## config.mk

```make
export PLATFORM = sky130hd
export DESIGN_NAME = nia_top
export DESIGN_NICKNAME = d
export VERILOG_FILES = /design/src/nia_pkg.sv /design/src/nia_stack.sv /design/src/nia_top.sv
export VERILOG_INCLUDE_DIRS = /design/src
export SDC_FILE = /design/constraint.sdc
export NUM_CORES = 1
export LEC_CHECK = 0
export ABC_AREA = 1
export BUFFER_PORTS_ARGS = -buffer_cell sky130_fd_sc_hd__buf_2
export CELL_PAD_IN_SITES_DETAIL_PLACEMENT = 1
export CELL_PAD_IN_SITES_GLOBAL_PLACEMENT = 2
export CORE_ASPECT_RATIO = 0.9
export CORE_MARGIN = 4
export CORE_UTILIZATION = 34
export CTS_BUF_LIST = sky130_fd_sc_hd__clkbuf_4 sky130_fd_sc_hd__clkbuf_8 sky130_fd_sc_hd__clkbuf_16
export CTS_CLUSTER_DIAMETER = 150
export DETAILED_ROUTE_END_ITERATION = 7
export PLACE_DENSITY_LB_ADDON = 0.1
export SETUP_SLACK_MARGIN = 0.1
export SYNTH_ARGS = -nofsm -noshare
export SYNTH_HDL_FRONTEND = slang
export SYNTH_SLANG_ARGS = --single-unit
```

## constraint.sdc

```tcl
create_clock -name pclk -period 15.4 [get_ports pclk]
set_clock_uncertainty 0.05 [all_clocks]
set_input_delay 0.77 -clock pclk [delete_from_list [all_inputs] [get_ports pclk]]
set_output_delay 0.77 -clock pclk [all_outputs]
set_load 0.01 [all_outputs]
```

## src/nia_cfg.svh

```systemverilog
// Purpose: named constants of the nested acceptance block
// Assumes: included by bare name wherever a constant is needed
// Notes:   offsets are APB byte addresses, one 32-bit word each
`ifndef NIA_CFG_SVH
`define NIA_CFG_SVH

// ============================================================
// Register offsets
`define NIA_OFF_PSW      8'h00
`define NIA_OFF_PEND     8'h04
`define NIA_OFF_MASK     8'h08
`define NIA_OFF_LVL      8'h0C
`define NIA_OFF_STS      8'h10
`define NIA_OFF_CLR      8'h14
`define NIA_OFF_EN       8'h18

// ============================================================
// Status word layout and reset values
`define NIA_PSW_FLAG_BIT 7
`define NIA_PSW_CODE_LSB 1
`define NIA_FLAG_RST     1'h0
`define NIA_CODE_IDLE    2'h3
`define NIA_LVL_TOP      2'h0
`define NIA_LVL_STEP     2'h1

// ============================================================
// Event bits of the status, clear and enable registers
`define NIA_EV_ACC       0
`define NIA_EV_NEST      1
`define NIA_EV_OVF       2
`define NIA_EV_W         3

// ============================================================
// Bus widths
`define NIA_DW           32
`define NIA_AW           8

`endif

```

## src/nia_pkg.sv

```systemverilog
// Purpose: types and shared decoding of the nested acceptance block
// Assumes: nia_cfg.svh holds the numbers
// Notes:   every instruction kind other than plain defers acceptance
`include "nia_cfg.svh"

package nia_pkg;

    // ============================================================
    // Instruction kinds reported by the core at each completion
    typedef enum logic [2:0] {
        NIA_I_PLAIN,
        NIA_I_ALLOW,
        NIA_I_MASKOFF,
        NIA_I_RET_SVC,
        NIA_I_RET_BRK,
        NIA_I_PSW_WR,
        NIA_I_PSW_POP,
        NIA_I_SKIP
    } nia_instr_type;

    // Status word fields that steer nesting
    typedef struct packed {
        logic       flag;
        logic [1:0] code;
    } nia_psw_type;

    // One instruction completion from the core
    typedef struct packed {
        logic          done;
        nia_instr_type kind;
        nia_psw_type   wdata;
    } nia_core_type;

    localparam nia_psw_type NIA_PSW_RST = '{flag: `NIA_FLAG_RST, code: `NIA_CODE_IDLE};

    // ============================================================
    // Status word writers, returns, allow, mask-off and skips all defer
    function automatic logic nia_defers(input nia_instr_type k);
        return k != NIA_I_PLAIN;
    endfunction : nia_defers

    // Code loaded on acceptance: level minus one, level 0 stays 0
    function automatic logic [1:0] nia_code_of(input logic [1:0] lvl);
        return (lvl == `NIA_LVL_TOP) ? `NIA_LVL_TOP : lvl - `NIA_LVL_STEP;
    endfunction : nia_code_of

endpackage : nia_pkg

```

## src/nia_stack.sv

```systemverilog
// Purpose: stack of saved status words for nested service
// Assumes: push and pop never in the same cycle
// Notes:   top_q always holds the newest entry, or the reset word
`timescale 1ns/1ps
`include "nia_cfg.svh"

module nia_stack
    import nia_pkg::*;
#(
    parameter int DEPTH = 4,
    parameter int AW    = $clog2(DEPTH + 1)
) (
    // Clock and reset
    input  wire logic        clk,
    input  wire logic        rst_n,
    // Stack operations
    input  wire logic        push,
    input  wire logic        pop,
    input  wire nia_psw_type wdata,
    // Stack view
    output nia_psw_type      top_q,
    output logic             empty,
    output logic             ovf
);

    typedef struct packed {
        nia_psw_type [DEPTH-1:0] mem;
        logic [AW-1:0]           sp;
        nia_psw_type             top;
    } nia_stk_state_type;

    nia_stk_state_type s_q;
    nia_stk_state_type s_d;

    // ============================================================
    // Next state; a full stack drops the push and flags it
    always_comb begin
        s_d = s_q;
        ovf = 1'b0;
        if (push) begin
            if (s_q.sp == AW'(DEPTH)) begin
                ovf = 1'b1;
            end else begin
                s_d.mem[s_q.sp] = wdata;
                s_d.sp          = s_q.sp + AW'(1);
                s_d.top         = wdata;
            end
        end else if (pop && s_q.sp != '0) begin
            s_d.sp  = s_q.sp - AW'(1);
            s_d.top = (s_q.sp > AW'(1)) ? s_q.mem[s_q.sp - AW'(2)] : NIA_PSW_RST;
        end
    end

    // State register
    always_ff @(posedge clk or negedge rst_n) begin
        if (!rst_n) begin
            s_q <= '{mem: '0, sp: '0, top: NIA_PSW_RST};
        end else begin
            s_q <= s_d;
        end
    end

    assign top_q = s_q.top;
    assign empty = (s_q.sp == '0);

endmodule : nia_stack

```

## src/nia_top.sv

```systemverilog
// Purpose: decides acceptance of maskable requests, with nesting
// Assumes: the core reports each completed instruction by one pulse
// Notes:   acceptance happens only at instruction boundaries
//
// How it works
// - Nesting occurs only while the accept flag is one.
// - Every acceptance clears the accept flag.
// - The allow instruction sets the accept flag.
// - With flag set, a strictly higher level request nests.
// - Equal or lower level requests never nest, except level 0 over level 0 (code 00 admits level 0).
// - Refused requests stay pending until a later boundary.
// - Programmed levels decide; fixed order only breaks ties.
// - Level field: 00 highest through 11 lowest.
// - In-service code: 00 level 0/1, 01 level 2, 10 level 3, 11 none.
// - With flag set, level L admitted only if L at most the code.
// - After a deferring instruction, accept only after the next one.
// - Status word writes, returns, allow, mask-off and skips defer.
// - Writes to request, mask or level registers also defer.
// - A request counts only when flagged and not masked.
// - Simultaneous requests: best level, then lowest index.
// - Acceptance loads the code with level minus one, floor 00.
// - Returns restore the saved flag and code from the stack.
`timescale 1ns/1ps
`include "nia_cfg.svh"

module nia_top
    import nia_pkg::*;
#(
    parameter int N_SRC     = 8,
    parameter int STK_DEPTH = 4,
    parameter int IW        = $clog2(N_SRC)
) (
    // Clock and reset
    input  wire logic              pclk,
    input  wire logic              presetn,
    // APB slave
    input  wire logic              psel,
    input  wire logic              penable,
    input  wire logic              pwrite,
    input  wire logic [`NIA_AW-1:0] paddr,
    input  wire logic [`NIA_DW-1:0] pwdata,
    output logic [`NIA_DW-1:0]     prdata,
    output logic                   pready,
    output logic                   pslverr,
    // Request sources
    input  wire logic [N_SRC-1:0]  req_set,
    // CPU core
    input  wire nia_core_type      core,
    output logic                   ack_valid,
    output logic [IW-1:0]          ack_id,
    output nia_psw_type            program_status_word,
    // Event interrupt
    output logic                   irq
);

    typedef struct packed {
        nia_psw_type                 program_status_word;
        logic [N_SRC-1:0]            pend;
        logic [N_SRC-1:0]            mask;
        logic [N_SRC-1:0][1:0]       lvl;
        logic                        ack;
        logic [IW-1:0]               id;
        logic [`NIA_EV_W-1:0]        sts;
        logic [`NIA_EV_W-1:0]        en;
        logic                        irq;
        logic [`NIA_DW-1:0]          rdata;
        logic                        rdy;
        logic                        err;
    } nia_state_type;

    nia_state_type        s_q;
    nia_state_type        s_d;
    logic                 apb_acc;
    logic                 wr;
    logic                 ctl_wr;
    logic [N_SRC-1:0]     cand;
    logic                 found;
    logic [1:0]           best;
    logic [IW-1:0]        best_id;
    logic                 boundary;
    logic                 go;
    logic                 pop;
    logic [`NIA_EV_W-1:0] ev;
    logic [`NIA_EV_W-1:0] clr_w;
    nia_psw_type          stk_top;
    logic                 stk_empty;
    logic                 stk_ovf;

    // ============================================================
    // Saved status words for nested service
    nia_stack #(
        .DEPTH (STK_DEPTH)
    ) u_stack (
        .clk   (pclk),
        .rst_n (presetn),
        .push  (go),
        .pop   (pop),
        .wdata (s_q.program_status_word),
        .top_q (stk_top),
        .empty (stk_empty),
        .ovf   (stk_ovf)
    );

    // ============================================================
    // Bus decode; a second access cycle is ignored while pready stands
    assign apb_acc = psel & penable & ~s_q.rdy;
    assign wr      = apb_acc & pwrite;
    assign ctl_wr  = wr & ((paddr == `NIA_OFF_PEND) | (paddr == `NIA_OFF_MASK) |
                           (paddr == `NIA_OFF_LVL));
    assign clr_w   = (wr && paddr == `NIA_OFF_CLR) ? pwdata[`NIA_EV_W-1:0] : '0;

    // ============================================================
    // Candidate search: unmasked flagged requests only
    assign cand = s_q.pend & ~s_q.mask;

    // Walk down so a lower index wins equal levels
    always_comb begin
        found   = 1'b0;
        best    = `NIA_CODE_IDLE;
        best_id = '0;
        for (int i = N_SRC - 1; i >= 0; i--) begin
            if (cand[i] && (!found || s_q.lvl[i] <= best)) begin
                found   = 1'b1;
                best    = s_q.lvl[i];
                best_id = IW'(i);
            end
        end
    end

    // ============================================================
    // Acceptance only at a boundary that is not deferred
    assign boundary = core.done & ~nia_defers(core.kind) & ~ctl_wr;
    // Level must not exceed the in-service code; code 11 admits all
    assign go = boundary & found & s_q.program_status_word.flag & (best <= s_q.program_status_word.code);
    assign pop = core.done & ~stk_empty &
                 (core.kind == NIA_I_RET_SVC || core.kind == NIA_I_RET_BRK);

    // Events: acceptance, acceptance over service, lost stack word
    always_comb begin
        ev                = '0;
        ev[`NIA_EV_ACC]   = go;
        ev[`NIA_EV_NEST]  = go & (s_q.program_status_word.code != `NIA_CODE_IDLE);
        ev[`NIA_EV_OVF]   = stk_ovf;
    end

    // ============================================================
    // Next state
    always_comb begin
        s_d       = s_q;
        s_d.ack   = 1'b0;
        s_d.rdy   = 1'b0;
        s_d.err   = 1'b0;
        // Register access, answered one cycle into the access phase
        if (apb_acc) begin
            s_d.rdy   = 1'b1;
            s_d.rdata = '0;
            case (paddr)
                `NIA_OFF_PSW: begin
                    s_d.rdata[`NIA_PSW_FLAG_BIT]                       = s_q.program_status_word.flag;
                    s_d.rdata[`NIA_PSW_CODE_LSB +: 2]                  = s_q.program_status_word.code;
                end
                `NIA_OFF_PEND: begin
                    s_d.rdata[N_SRC-1:0] = s_q.pend;
                    if (pwrite) begin
                        s_d.pend = pwdata[N_SRC-1:0];
                    end
                end
                `NIA_OFF_MASK: begin
                    s_d.rdata[N_SRC-1:0] = s_q.mask;
                    if (pwrite) begin
                        s_d.mask = pwdata[N_SRC-1:0];
                    end
                end
                `NIA_OFF_LVL: begin
                    s_d.rdata[2*N_SRC-1:0] = s_q.lvl;
                    if (pwrite) begin
                        s_d.lvl = pwdata[2*N_SRC-1:0];
                    end
                end
                `NIA_OFF_STS: begin
                    s_d.rdata[`NIA_EV_W-1:0] = s_q.sts;
                end
                `NIA_OFF_CLR: begin
                    s_d.rdata = '0;
                end
                `NIA_OFF_EN: begin
                    s_d.rdata[`NIA_EV_W-1:0] = s_q.en;
                    if (pwrite) begin
                        s_d.en = pwdata[`NIA_EV_W-1:0];
                    end
                end
                default: begin
                    s_d.err = 1'b1;
                end
            endcase
        end
        // Status word effects of the completed instruction
        if (core.done) begin
            case (core.kind)
                NIA_I_ALLOW: begin
                    s_d.program_status_word.flag = 1'b1;
                end
                NIA_I_MASKOFF: begin
                    s_d.program_status_word.flag = 1'b0;
                end
                NIA_I_RET_SVC, NIA_I_RET_BRK: begin
                    if (!stk_empty) begin
                        s_d.program_status_word = stk_top;
                    end
                end
                NIA_I_PSW_WR, NIA_I_PSW_POP: begin
                    s_d.program_status_word = core.wdata;
                end
                default: begin
                    s_d.program_status_word = s_q.program_status_word;
                end
            endcase
        end
        // Acceptance; never coincides with a status word change above
        if (go) begin
            s_d.program_status_word.flag          = 1'b0;
            s_d.program_status_word.code          = nia_code_of(best);
            s_d.pend[best_id]     = 1'b0;
            s_d.ack               = 1'b1;
            s_d.id                = best_id;
        end
        // Refused requests stay flagged; a new request beats the clear
        s_d.pend = s_d.pend | req_set;
        // Sticky events, set wins over clear
        s_d.sts = (s_q.sts & ~clr_w) | ev;
        s_d.irq = |(s_d.sts & s_d.en);
    end

    // State register
    always_ff @(posedge pclk or negedge presetn) begin
        if (!presetn) begin
            s_q      <= '0;
            s_q.program_status_word  <= NIA_PSW_RST;
            s_q.mask <= '1;
            s_q.lvl  <= '1;
        end else begin
            s_q <= s_d;
        end
    end

    // ============================================================
    // Outputs, all from the state register
    assign prdata    = s_q.rdata;
    assign pready    = s_q.rdy;
    assign pslverr   = s_q.err;
    assign ack_valid = s_q.ack;
    assign ack_id    = s_q.id;
    assign program_status_word       = s_q.program_status_word;
    assign irq       = s_q.irq;
endmodule : nia_top

```

==> results.yml <==
setup_path:
  crit_path_start: "s_q[68]"
  regToRegStartpoint: "s_q[68]"
  cp-end-kind: "register"
  critical_path.top_delay_family: "simple AND/OR/NAND/NOR gates"
  start_kind: "register"
  crit_buf_inv: 9
  critical_path_class: "reg -> reg"
  cp_slowest_stage_delay_ns: 0.53
  cp.depth: 69
  cp.required_ns: 15.62
  cpMostUsedCell: "nand2_1"
  critPathMaxFanout: 15
  slowest_stage: "dfstp_2"
  cp_data_arrival_time_ns: 10.05
  rr_worst_depth: 69
route:
  first_pass_iters: 4
  wl_met3_um: 684
  ant_nets: 0
  met2_length_um: 6090
  drt_iter0_drc: 143
  routed_wl_um: 14500
  via_per_inst: 4.87
  drc: 0
  num_vias: 4282
  routedWlPerCell_um: 16.5
  top_layer: "met4"
  wl_met1_um: 7550
cells_and_area:
  stdcell_area_mm2: 0.00566
  num_antenna_cells: 0
  final_nets: 763
  post_layout_nonfiller_instances: 879
  area_delta_synth_final_pct: 13.2
  drive_gt1_share_pct: 21.6
clock_tree:
  post_cts_resized: 0
  cts_tree: "yes"
  cts_sinks: 82
  cts_setup_buffers: 0
  cts_max_level: 3
  numCtsBuffers: 9
  clockRootBuffer: "clkbuf_16"
  insertion_delay_ns: 0.35
  clk_pin_slew_worst_paths_ns: 0.06
  ctsHoldBuffers: 0
  clock_path_buffers: 2
logic_synthesis:
  ys_types: 43
  synthFlopType: "dfrtp_1"
  synth_fa_ha_area_share_pct: 5.51
  avgSynthCellArea_um2: 7.88
  synth_edf_count: 0
  synth_warnings: 0
  synth_area_mm2: 0.00500
  syn_inst: 634
  async_flop_share_pct: 100
  synth_top_family_by_area: "simple AND/OR/NAND/NOR gates"
  synthSimpleGateAreaFrac_pct: 22.1
  ys_ff_latch: 82
  synth_mux_area_share_pct: 0.901
  yosysSeqAreaShare_pct: 41.8
  synth-xor-area-share_pct: 0.526
  synth_compound_area_share_pct: 15.6
sta:
  fin_setup_tns_ns: 0
  timing.fmax_mhz: 102
  slew_violations: 0
  hold_viol: 0
  period_share_pct: 63.8
  setup_viol: 0
  period_minus_slack_ns: 9.83
  rsz0062_at_grt: "no"
  worstMarginPinSlew_ns: 1.07
  holdWs_ns: 0.300
  slew_headroom_pct: 28.5
power:
  p_leak_nw: 2.82
  comb_power_share_pct: 25.0
  p_clk_share_pct: 36.6
  ir_drop_mv: 0.0883
  finalPower_w: 0.000695
  p_per_area_mw_per_mm2: 123
  power_frac_seq_pct: 38.5
  swShare_pct: 33.2
  p_int_w: 0.000465
  p_switching_w: 0.000231
floorplan:
  pin_count: 102
  row_count: 41
  start_util_pct: 35.2
  coreArea_mm2: 0.0142
  die_h_um: 123
  die-area_mm2: 0.0167
  die_w_um: 136
global_routing:
  grt_pass1_wl_um: 23400
  grt_pass1_vias: 4318
  overflow: 0
  grt_usage_pct: 18.2
  grt_max_degree: 56
  antenna_found_initial: 0
outcome:
  status: "finished, final reports clean"
placement:
  hpwl_um: 11100
  postPlaceCellArea_mm2: 0.00531
  gp_congestion: 0.828
  io_buffers: 69
  place_inst: 863
job:
  drv_cap: 0
hold_path:
  hold_path_class: "in -> async"
==> worst register-to-register path, delay by kind of cell (launching register included) <==
family | cells | cell delay, ns
AO/OA/AOI/OAI | 15 | 1.87
adder cells (fa/ha/maj) | 8 | 2.27
buffers and inverters | 9 | 0.72
flip-flops | 1 | 0.53
AND/OR/NAND/NOR | 37 | 4.32
==> registers in the layout, indices dropped and copies added, names as in the netlist, 3 cells and up <==
signal / count
u_stack.s_q: 15
prdata: 16
s_q: 38
u_stack.top_q: 3
ack_id: 3
program_status_word: 3
==> metrics by stage <==
| stage | util, % | worst slack [ns] |
|---|---|---|
| after global placement | 37.4 | 5.85 |
| final | 39.8 | 5.57 |
| after detailed placement | 37.4 | 5.57 |
| after CTS | 39.8 | 5.53 |
| after global routing | 39.8 | 4.27 |
| after floorplan | - | 7.48 |
==> synth_stat cells (4+ instances only) <==
master	number	area, um2
nand2_1	145	544
inv_1	79	297
dfrtp_1	54	1350
o21ai_0	50	250
nor2_1	41	154
buf_4	38	285
nand3_1	34	170
a21oi_1	29	145
dfstp_2	28	736
o21ai_1	26	130
ha_1	22	275
clkbuf_1	9	33.8
inv_2	7	26.3
a221oi_1	6	52.6
o31ai_1	6	45.0
nand4_1	5	31.3
and2_1	4	25.0
mux2_2	4	45.0
nand2_4	4	45.0
nor2_2	4	25.0
o211ai_2	4	50.1
==> final timing paths <==
| path | to | slack, ns |
|---|---|---|
| max reg2reg | u_stack.top_q[0] | 5.57 |
| max in group asynchronous | program_status_word[2] | 13.95 |
| min reg2reg | u_stack.s_q[8] | 0.41 |
| min in group pclk | u_stack.s_q[8] | 0.41 |
| max | u_stack.top_q[0] | 5.57 |
| min | prdata[5] | 0.30 |
==> cell families (layout without fill, tap and decap cells) <==
kind of cell	after synthesis	in the layout
and+or+nand+nor	250	250
buffers and inverters	137	174
AOI/OAI and AO/OA	135	135
DFF	82	82
adders and majority gates	22	22
muxes	4	4
xor gates and xnor gates	3	3
other	1	16
==> final cells by class <==
type                       count  area (um2)
fill                        1804        8550
multi-input combinational    430        2290
sequential                    82        2090
timing repair buffer          70         355
inverter                      88         330
tap                          193         241
clock buffer                  10         233
clock inverter                 6         115
==> power groups by stage <==
stage	clock network [W]	logic (W)	registers [W]
after floorplan	0	0.000130	0.000262
after global placement	0	0.000168	0.000271
after detailed placement	0	0.000174	0.000272
after CTS	0.000262	0.000175	0.000268
after global routing	0.000271	0.000200	0.000272
final	0.000254	0.000173	0.000268
==> routing by layer <==
layer | up-vias | global-route usage, %
li1 | 2117 | -
met4 | 0 | 3.40
met3 | 12 | 4.88
met5 | - | 0
met1 | 2066 | 26.8
met2 | 87 | 27.1
==> cell usage in the layout, fill, tap and decap left out, drive strengths merged, types with 2 or more instances in the layout <==
master,n
o21ai,78
nor3,2
o31ai,6
dfstp,28
nand2,150
nand4,5
mux2,4
clkbuf,10
xor2,3
nand3,37
clkinv,4
buf,70
o211ai,5
a221oi,6
and2,4
o22ai,3
conb,16
nor2,46
inv,86
or2,3
a31oi,2
ha,22
a21oi,30
bufinv,3
dfrtp,54
Note: power is estimated with default switching activity, not from simulation.
